### config.mk
export PLATFORM = sky130hd
export DESIGN_NAME = apsc_top
export DESIGN_NICKNAME = d
export VERILOG_FILES = /design/src/apsc_pkg.sv /design/src/apsc_top.sv
export SDC_FILE = /design/constraint.sdc
export NUM_CORES = 1
export LEC_CHECK = 0
export BUFFER_PORTS_ARGS = -buffer_cell sky130_fd_sc_hd__buf_2
export CAP_MARGIN = 25
export CELL_PAD_IN_SITES_DETAIL_PLACEMENT = 0
export CELL_PAD_IN_SITES_GLOBAL_PLACEMENT = 2
export CORE_ASPECT_RATIO = 2
export CORE_MARGIN = 1.5
export CORE_UTILIZATION = 36
export DETAILED_ROUTE_END_ITERATION = 10
export PLACE_DENSITY_LB_ADDON = 0.1
export SYNTH_ARGS = -nofsm -noshare
export SYNTH_HDL_FRONTEND = slang
export SYNTH_SLANG_ARGS = --single-unit
### constraint.sdc
create_clock -name clk_i -period 4.4 [get_ports clk_i]
set_input_delay 0.44 -clock clk_i [delete_from_list [all_inputs] [get_ports clk_i]]
set_output_delay 0.44 -clock clk_i [all_outputs]
set_load 0.005 [all_outputs]
### src/apsc_pkg.sv
// constants, types and state layout of the power and serial-format register group
// assumes a byte-wide register port fed by the control-bus target engine
// Function
// - rail select: external or on-chip regulator
// - reference charge code picks 3.5-100 ms
// - broadcast bit adds target address 1001100
// - awake bit low holds device asleep
// - input charge code picks 2.5-50 ms
// - format code: TDM, I2S, left-justified; 3 reserved
// - word width 16/20/24/32, resets to 32
// - polarity bits invert frame sync, bit clock
// - transmit-edge bit delays launch half cycle
// - unused cycles drive zero or float
package apsc_pkg;

  localparam logic [7:0] ADDR_SLEEP = 8'h02;
  localparam logic [7:0] ADDR_SHDN  = 8'h05;
  localparam logic [7:0] ADDR_FMT   = 8'h07;
  localparam logic [7:0] ADDR_SOUT  = 8'h08;

  localparam logic [7:0] RST_SLEEP = 8'h00;
  localparam logic [7:0] RST_SHDN  = 8'h05;
  localparam logic [7:0] RST_FMT   = 8'h30;
  localparam logic [7:0] RST_SOUT  = 8'h00;
  localparam logic [7:0] RD_ZERO   = 8'h00;

  // writable bits; read-only reserved bits stay zero
  localparam logic [7:0] SLEEP_WR_MASK = 8'hFD;
  localparam logic [7:0] SHDN_WR_MASK  = 8'h3F;

  localparam int SLP_RAIL_BIT  = 7;
  localparam int SLP_REF_LSB   = 3;
  localparam int SLP_BCAST_BIT = 2;
  localparam int SLP_AWAKE_BIT = 0;
  localparam int SHDN_INCAP_LSB = 4;
  localparam int FMT_PROTO_LSB = 6;
  localparam int FMT_WLEN_LSB  = 4;
  localparam int FMT_FRAME_SYNC_BIT = 3;
  localparam int FMT_BCLK_BIT  = 2;
  localparam int FMT_EDGE_BIT  = 1;
  localparam int FMT_FILL_BIT  = 0;

  localparam logic [6:0] BCAST_ADDR = 7'h4C;

  localparam int CLK_MHZ = 40;
  localparam int REF_TIME_US [4]   = '{3500, 10000, 50000, 100000};
  localparam int INCAP_TIME_US [4] = '{2500, 12500, 25000, 50000};
  localparam int CNT_W = 23;

  localparam logic [5:0] WORD_BITS [4] = '{6'h10, 6'h14, 6'h18, 6'h20};

  localparam int LANES = 2;

  typedef enum logic [1:0] {APSC_TDM, APSC_I2S, APSC_LJ, APSC_RSVD} apsc_proto_e;

  typedef struct packed {
    logic [7:0]       sleep_cfg;
    logic [7:0]       shutdown_config;
    logic [7:0]       fmt_cfg;
    logic [7:0]       sout_cfg;
    logic [7:0]       rdata;
    logic [CNT_W-1:0] ref_cnt;
    logic [CNT_W-1:0] incap_cnt;
    logic [LANES-1:0] sd;
    logic [LANES-1:0] sd_oe;
  } apsc_state_s;

endpackage

### src/apsc_top.sv
// power, sleep and serial-format register group with quick-charge timers
// assumes the control-bus engine hands over decoded byte accesses and address bytes
`timescale 1ns/1ps
module apsc_top #(
  parameter int REF_CYC [4] = '{apsc_pkg::REF_TIME_US[0] * apsc_pkg::CLK_MHZ,
                                apsc_pkg::REF_TIME_US[1] * apsc_pkg::CLK_MHZ,
                                apsc_pkg::REF_TIME_US[2] * apsc_pkg::CLK_MHZ,
                                apsc_pkg::REF_TIME_US[3] * apsc_pkg::CLK_MHZ},
  parameter int INCAP_CYC [4] = '{apsc_pkg::INCAP_TIME_US[0] * apsc_pkg::CLK_MHZ,
                                  apsc_pkg::INCAP_TIME_US[1] * apsc_pkg::CLK_MHZ,
                                  apsc_pkg::INCAP_TIME_US[2] * apsc_pkg::CLK_MHZ,
                                  apsc_pkg::INCAP_TIME_US[3] * apsc_pkg::CLK_MHZ}
) (
  input  wire logic                       clk_i,
  input  wire logic                       srst_i,
  input  wire logic [7:0]                 reg_addr_i,
  input  wire logic [7:0]                 reg_wdata_i,
  input  wire logic                       reg_wr_i,
  input  wire logic                       reg_rd_i,
  output logic      [7:0]                 reg_rdata_o,
  input  wire logic [6:0]                 bus_addr_i,
  input  wire logic                       bus_addr_valid_i,
  input  wire logic [6:0]                 own_addr_i,
  output logic                            addr_match_o,
  output logic                            analog_rail_source_sel_o,
  output logic                            sleep_o,
  output logic                            ref_charge_active_o,
  output logic                            input_cap_charge_active_o,
  output apsc_pkg::apsc_proto_e           serial_protocol_sel_o,
  output logic      [5:0]                 serial_word_width_o,
  output logic                            frame_sync_invert_o,
  output logic                            bit_clock_invert_o,
  output logic                            launch_edge_invert_o,
  output logic      [7:0]                 serial_output_cfg_o,
  input  wire logic [apsc_pkg::LANES-1:0] sd_data_i,
  input  wire logic [apsc_pkg::LANES-1:0] sd_slot_used_i,
  output logic      [apsc_pkg::LANES-1:0] sd_o,
  output logic      [apsc_pkg::LANES-1:0] sd_oe_o
);

  apsc_pkg::apsc_state_s st_reg;
  apsc_pkg::apsc_state_s st_next;
  logic                  wake;
  logic [1:0]            ref_code;
  logic [1:0]            incap_code;

  always_comb
  begin
    st_next = st_reg;
    if (reg_wr_i)
    begin
      case (reg_addr_i)
        apsc_pkg::ADDR_SLEEP: st_next.sleep_cfg = reg_wdata_i & apsc_pkg::SLEEP_WR_MASK;
        apsc_pkg::ADDR_SHDN:  st_next.shutdown_config  = reg_wdata_i & apsc_pkg::SHDN_WR_MASK;
        apsc_pkg::ADDR_FMT:   st_next.fmt_cfg   = reg_wdata_i;
        apsc_pkg::ADDR_SOUT:  st_next.sout_cfg  = reg_wdata_i;
        default:              st_next.sout_cfg  = st_reg.sout_cfg;
      endcase
    end
    if (reg_rd_i)
    begin
      case (reg_addr_i)
        apsc_pkg::ADDR_SLEEP: st_next.rdata = st_reg.sleep_cfg;
        apsc_pkg::ADDR_SHDN:  st_next.rdata = st_reg.shutdown_config;
        apsc_pkg::ADDR_FMT:   st_next.rdata = st_reg.fmt_cfg;
        apsc_pkg::ADDR_SOUT:  st_next.rdata = st_reg.sout_cfg;
        default:              st_next.rdata = apsc_pkg::RD_ZERO;
      endcase
    end
    // charge timers start when the device leaves sleep
    wake = st_next.sleep_cfg[apsc_pkg::SLP_AWAKE_BIT] & ~st_reg.sleep_cfg[apsc_pkg::SLP_AWAKE_BIT];
    ref_code   = st_reg.sleep_cfg[apsc_pkg::SLP_REF_LSB +: 2];
    incap_code = st_reg.shutdown_config[apsc_pkg::SHDN_INCAP_LSB +: 2];
    if (wake)
    begin
      st_next.ref_cnt   = apsc_pkg::CNT_W'(REF_CYC[ref_code]);
      st_next.incap_cnt = apsc_pkg::CNT_W'(INCAP_CYC[incap_code]);
    end
    else
    begin
      if (st_reg.ref_cnt != '0)
        st_next.ref_cnt = st_reg.ref_cnt - 1'b1;
      if (st_reg.incap_cnt != '0)
        st_next.incap_cnt = st_reg.incap_cnt - 1'b1;
    end
    // going back to sleep aborts any charge in progress
    if (!st_next.sleep_cfg[apsc_pkg::SLP_AWAKE_BIT])
    begin
      st_next.ref_cnt   = '0;
      st_next.incap_cnt = '0;
    end
    for (int i = 0; i < apsc_pkg::LANES; i++)
    begin
      if (sd_slot_used_i[i])
      begin
        st_next.sd[i]    = sd_data_i[i];
        st_next.sd_oe[i] = 1'b1;
      end
      else
      begin
        st_next.sd[i]    = 1'b0;
        st_next.sd_oe[i] = ~st_reg.fmt_cfg[apsc_pkg::FMT_FILL_BIT];
      end
    end
  end

  always_ff @(posedge clk_i)
  begin
    if (srst_i)
    begin
      st_reg           <= '0;
      st_reg.sleep_cfg <= apsc_pkg::RST_SLEEP;
      st_reg.shutdown_config  <= apsc_pkg::RST_SHDN;
      st_reg.fmt_cfg   <= apsc_pkg::RST_FMT;
      st_reg.sout_cfg  <= apsc_pkg::RST_SOUT;
    end
    else
      st_reg <= st_next;
  end

  always_comb
  begin
    case (st_reg.fmt_cfg[apsc_pkg::FMT_PROTO_LSB +: 2])
      2'h0:    serial_protocol_sel_o = apsc_pkg::APSC_TDM;
      2'h1:    serial_protocol_sel_o = apsc_pkg::APSC_I2S;
      2'h2:    serial_protocol_sel_o = apsc_pkg::APSC_LJ;
      default: serial_protocol_sel_o = apsc_pkg::APSC_RSVD;
    endcase
  end

  // a broadcast match only widens the set of accepted addresses
  assign addr_match_o = bus_addr_valid_i & ((bus_addr_i == own_addr_i) |
                        (st_reg.sleep_cfg[apsc_pkg::SLP_BCAST_BIT] &
                         (bus_addr_i == apsc_pkg::BCAST_ADDR)));

  assign reg_rdata_o               = st_reg.rdata;
  assign analog_rail_source_sel_o  = st_reg.sleep_cfg[apsc_pkg::SLP_RAIL_BIT];
  assign sleep_o                   = ~st_reg.sleep_cfg[apsc_pkg::SLP_AWAKE_BIT];
  assign ref_charge_active_o       = st_reg.ref_cnt != '0;
  assign input_cap_charge_active_o = st_reg.incap_cnt != '0;
  assign serial_word_width_o       = apsc_pkg::WORD_BITS[st_reg.fmt_cfg[apsc_pkg::FMT_WLEN_LSB +: 2]];
  assign frame_sync_invert_o       = st_reg.fmt_cfg[apsc_pkg::FMT_FRAME_SYNC_BIT];
  assign bit_clock_invert_o        = st_reg.fmt_cfg[apsc_pkg::FMT_BCLK_BIT];
  assign launch_edge_invert_o      = st_reg.fmt_cfg[apsc_pkg::FMT_BCLK_BIT] ^
                                     st_reg.fmt_cfg[apsc_pkg::FMT_EDGE_BIT];
  assign serial_output_cfg_o       = st_reg.sout_cfg;
  assign sd_o                      = st_reg.sd;
  assign sd_oe_o                   = st_reg.sd_oe;
endmodule

==> results.md <==
* CP peak stage delay at 0.53 ns
* CP max FO at 17
* Synthesized cell area at 0.004646 mm2
* TritonCTS clock tree: yes
* # H-tree levels at 3
* RSZ-0062 raised after global routing: no
* Area Overhead vs Synth at 12.23%
* Final wirelength at 13140 um
* Clock share of power at 45.5%
* Root buf cell: clkbuf_16
* Switching Fraction at 22.66%
* Row cnt at 58
* Num CTS Buffers at 9
* GRT Overall Usage at 19.59%
* Placed Instance Area at 0.004950 mm2
* Setup_tns at 0 ns
* Initial Util at 37.00%
* Final ANT Viol Nets at 0
* Layout cell share with drive strength beyond 1 at 18.10%
* Hold Crit Class: input pin to flip-flop
* Post-synth ARST share at 0%
* Startpoint types: flip-flop
* Nets at 637
* Fillers at 1292
* Setup crit end kind: output pin
* Final setup vio count at 0
* Drt via density at 5.417
* DR vias at 4014
* PortBufs at 72
* Gpl congestion at 0.8086
* Vias in the first global route at 4032
* Synth cell types at 62
* Max-slew headroom at 44.92%
* Final Max Slew Viols at 0
* Max_cap viols at 0
* Clock Tree Buf Depth at 2
* Main synth FF type: dfxtp_1
* Pin count of the biggest net entering global routing at 37
* Clk sinks at 87
* Synth warn at 0
* TritonRoute pass-1 iters at 6
* Insertion delay of the later-clocked pin in the worst-skew pair at 0.34 ns
* Slowest CP cell: nand3_1
* Worst slew pin tran at 0.8148 ns
* Most frequent cells in the layout: dfxtp_1 (87), buf_2 (72), nor2_1 (58)
* Clk pin slew, worst setup/hold paths at 0.06 ns
* Achievable Freq at 298.7 MHz
* Overflow after GRT at 0
* EDFF count, synth at 0
* Internal power consumption at 1207 uW
* Final clock period utilization by the worst path at 76.09%
* Wire length per cell at 17.74 um
* Initial antenna violation count at 0
* Postcts setup bufs at 0
* Outcome: finished, final reports clean
* Ports at 75
* Worst-path cell chain: nor4_2 > nand3_1 > nor2_1 > clkinv_1 > buf_2
* Post-CTS Hold Buffers at 0
* Cell count after synthesis at 545
* Post_cts resized at 0
* Net switching power at 353.4 uW
* Crit path DAT at 2.91 ns
* Worst clock skew at 0.008334 ns
* Most common cell after layout, fill and taps aside: dfxtp_1
* First-pass GRT wire length at 20930 um
* Crit path time final at 3.348 ns
* Power share of the sequential group at 50.6%
* Comb pwr share at 3.9%
* Detailed placement HPWL at 9791 um
* Residual DRC count at 0
* Final instance area at 0.005214 mm2
* VDD IR max at 186.8 uV
* Pleak at 0.002167 uW
* Syn_area_per_cell at 8.524 um2
* Max reg flops at 60
* Seq cells post-synth at 87
* Crit Path Category: flip-flop to output pin
* Initial DRC Count at 187
* Die area at 0.01364 mm2
* Die Y at 163.7 um
* Antenna cells at 0
* CP Data Required Time at 3.96 ns
* Power per cell area at 299.2 mW/mm2
* Register area share after synthesis at 37.49%
* Die W at 83.33 um
* Core area at 0.01255 mm2
* Final hold violations at 0
==> area by class of cell <==
cell class | instances | area, um2 | share of cell area (%)
clock inverters | 3 | 21.27 | 0.4080
multi-input cells | 395 | 2551 | 48.93
well taps | 150 | 187.7 | 3.600
flip-flops and latches | 87 | 1742 | 33.41
inverters | 17 | 63.81 | 1.224
repair buffers | 78 | 405.4 | 7.775
clock buffers | 11 | 242.7 | 4.656
==> worst max-delay path, delay by kind of cell, from the launching register on <==
family,cells,cell delay (ns)
AND/OR/NAND/NOR,3,1.43
buffers and inverters,2,0.80
flip-flops,1,0.34
==> Yosys cell counts (all sizes together), types with 2 or more instances <==
| master | number | share of area [%] |
|---|---|---|
| o41ai | 3 | 0.57 |
| nor3 | 17 | 2.1 |
| nand2 | 39 | 3.2 |
| clkbuf | 12 | 0.97 |
| or3 | 5 | 0.67 |
| nor4bb | 2 | 0.43 |
| nor4 | 15 | 3.1 |
| o31ai | 3 | 0.59 |
| nor2 | 59 | 4.8 |
| a31oi | 7 | 0.94 |
| o211ai | 7 | 1.1 |
| buf | 35 | 5.3 |
| a32o | 3 | 0.65 |
| mux2i | 21 | 4.5 |
| nor2b | 3 | 0.40 |
| inv | 16 | 1.3 |
| dfxtp | 87 | 37 |
| xnor2 | 21 | 4.0 |
| o21ai | 19 | 2.0 |
| nand3b | 3 | 0.48 |
| nand4 | 6 | 0.94 |
| a21oi | 41 | 4.5 |
| or2 | 2 | 0.27 |
| or4 | 6 | 1.1 |
| o21a | 2 | 0.32 |
| and3 | 5 | 0.67 |
| xor2 | 21 | 4.0 |
| ha | 10 | 2.7 |
| nand3 | 29 | 3.1 |
| o211a | 2 | 0.43 |
| nor4b | 4 | 0.75 |
| a22o | 7 | 1.3 |
| nand2b | 10 | 1.3 |
| and4 | 2 | 0.38 |
| nand4b | 3 | 0.57 |
| and2 | 3 | 0.40 |
| a211oi | 4 | 0.75 |
==> cell families after synthesis <==
group | Yosys count | share of synthesized area (%)
adder cells (fa/ha/maj) | 10 | 2.693
AND/OR/NAND/NOR | 215 | 25.05
buffers and inverters | 64 | 7.675
multiplexers | 21 | 4.525
AO/OA/AOI/OAI | 105 | 14.57
other | 1 | 0.08072
XOR/XNOR | 42 | 7.918
flip-flops | 87 | 37.49
==> power by group through the flow <==
stage	combinational, uW	sequential [uW]	clock (uW)
floorplan	31.9	808	0
global placement	60.6	808	0
detailed placement	61.5	808	0
CTS	61.7	790	724
global route	67.4	790	757
finish	61.0	790	709
==> routing by layer <==
metal	track usage (%)	routed length, um	up-vias
li1	-	-	1997
met5	0	0	-
met1	20.16	4983	1923
met2	38.69	7521	72
met3	2.577	278	22
met4	8.485	359	0
==> metrics by stage <==
| stage | total power [uW] | setup slack [ns] | std cells | util [%] | hold slack (ns) |
|---|---|---|---|---|---|
| 6_report | 1560 | 1.052 | 741 | 41.53 | 0.3349 |
| 3_3_place_gp | 868.3 | 1.423 | 727 | 39.43 | 0.4352 |
| 4_1_cts | 1576 | 1.071 | 741 | 41.53 | 0.3248 |
| 2_1_floorplan | 839.5 | 2.181 | 546 | - | 0.4173 |
| 3_5_place_dp | 869.3 | 1.449 | 727 | 39.43 | 0.4357 |
| 5_1_grt | 1614 | 0.8400 | 741 | 41.53 | 0.3416 |
==> path summary, 6_finish.rpt <==
path	startpoint	end	slack, ns	cells after the start
worst max-delay path	st_reg[12]$_SDFFE_PP0P_	input_cap_charge_active_o	1.05	5
worst min-delay path	sd_data_i[1]	sd_o[1]$_SDFF_PP0_	0.33	2
worst max register to register	st_reg[12]$_SDFFE_PP0P_	st_reg[22]$_SDFFE_PP0P_	1.52	6
worst min register to register	st_reg[49]$_SDFFE_PP0P_	st_reg[49]$_SDFFE_PP0P_	0.44	2
Note: power is estimated with default switching activity, not from simulation.
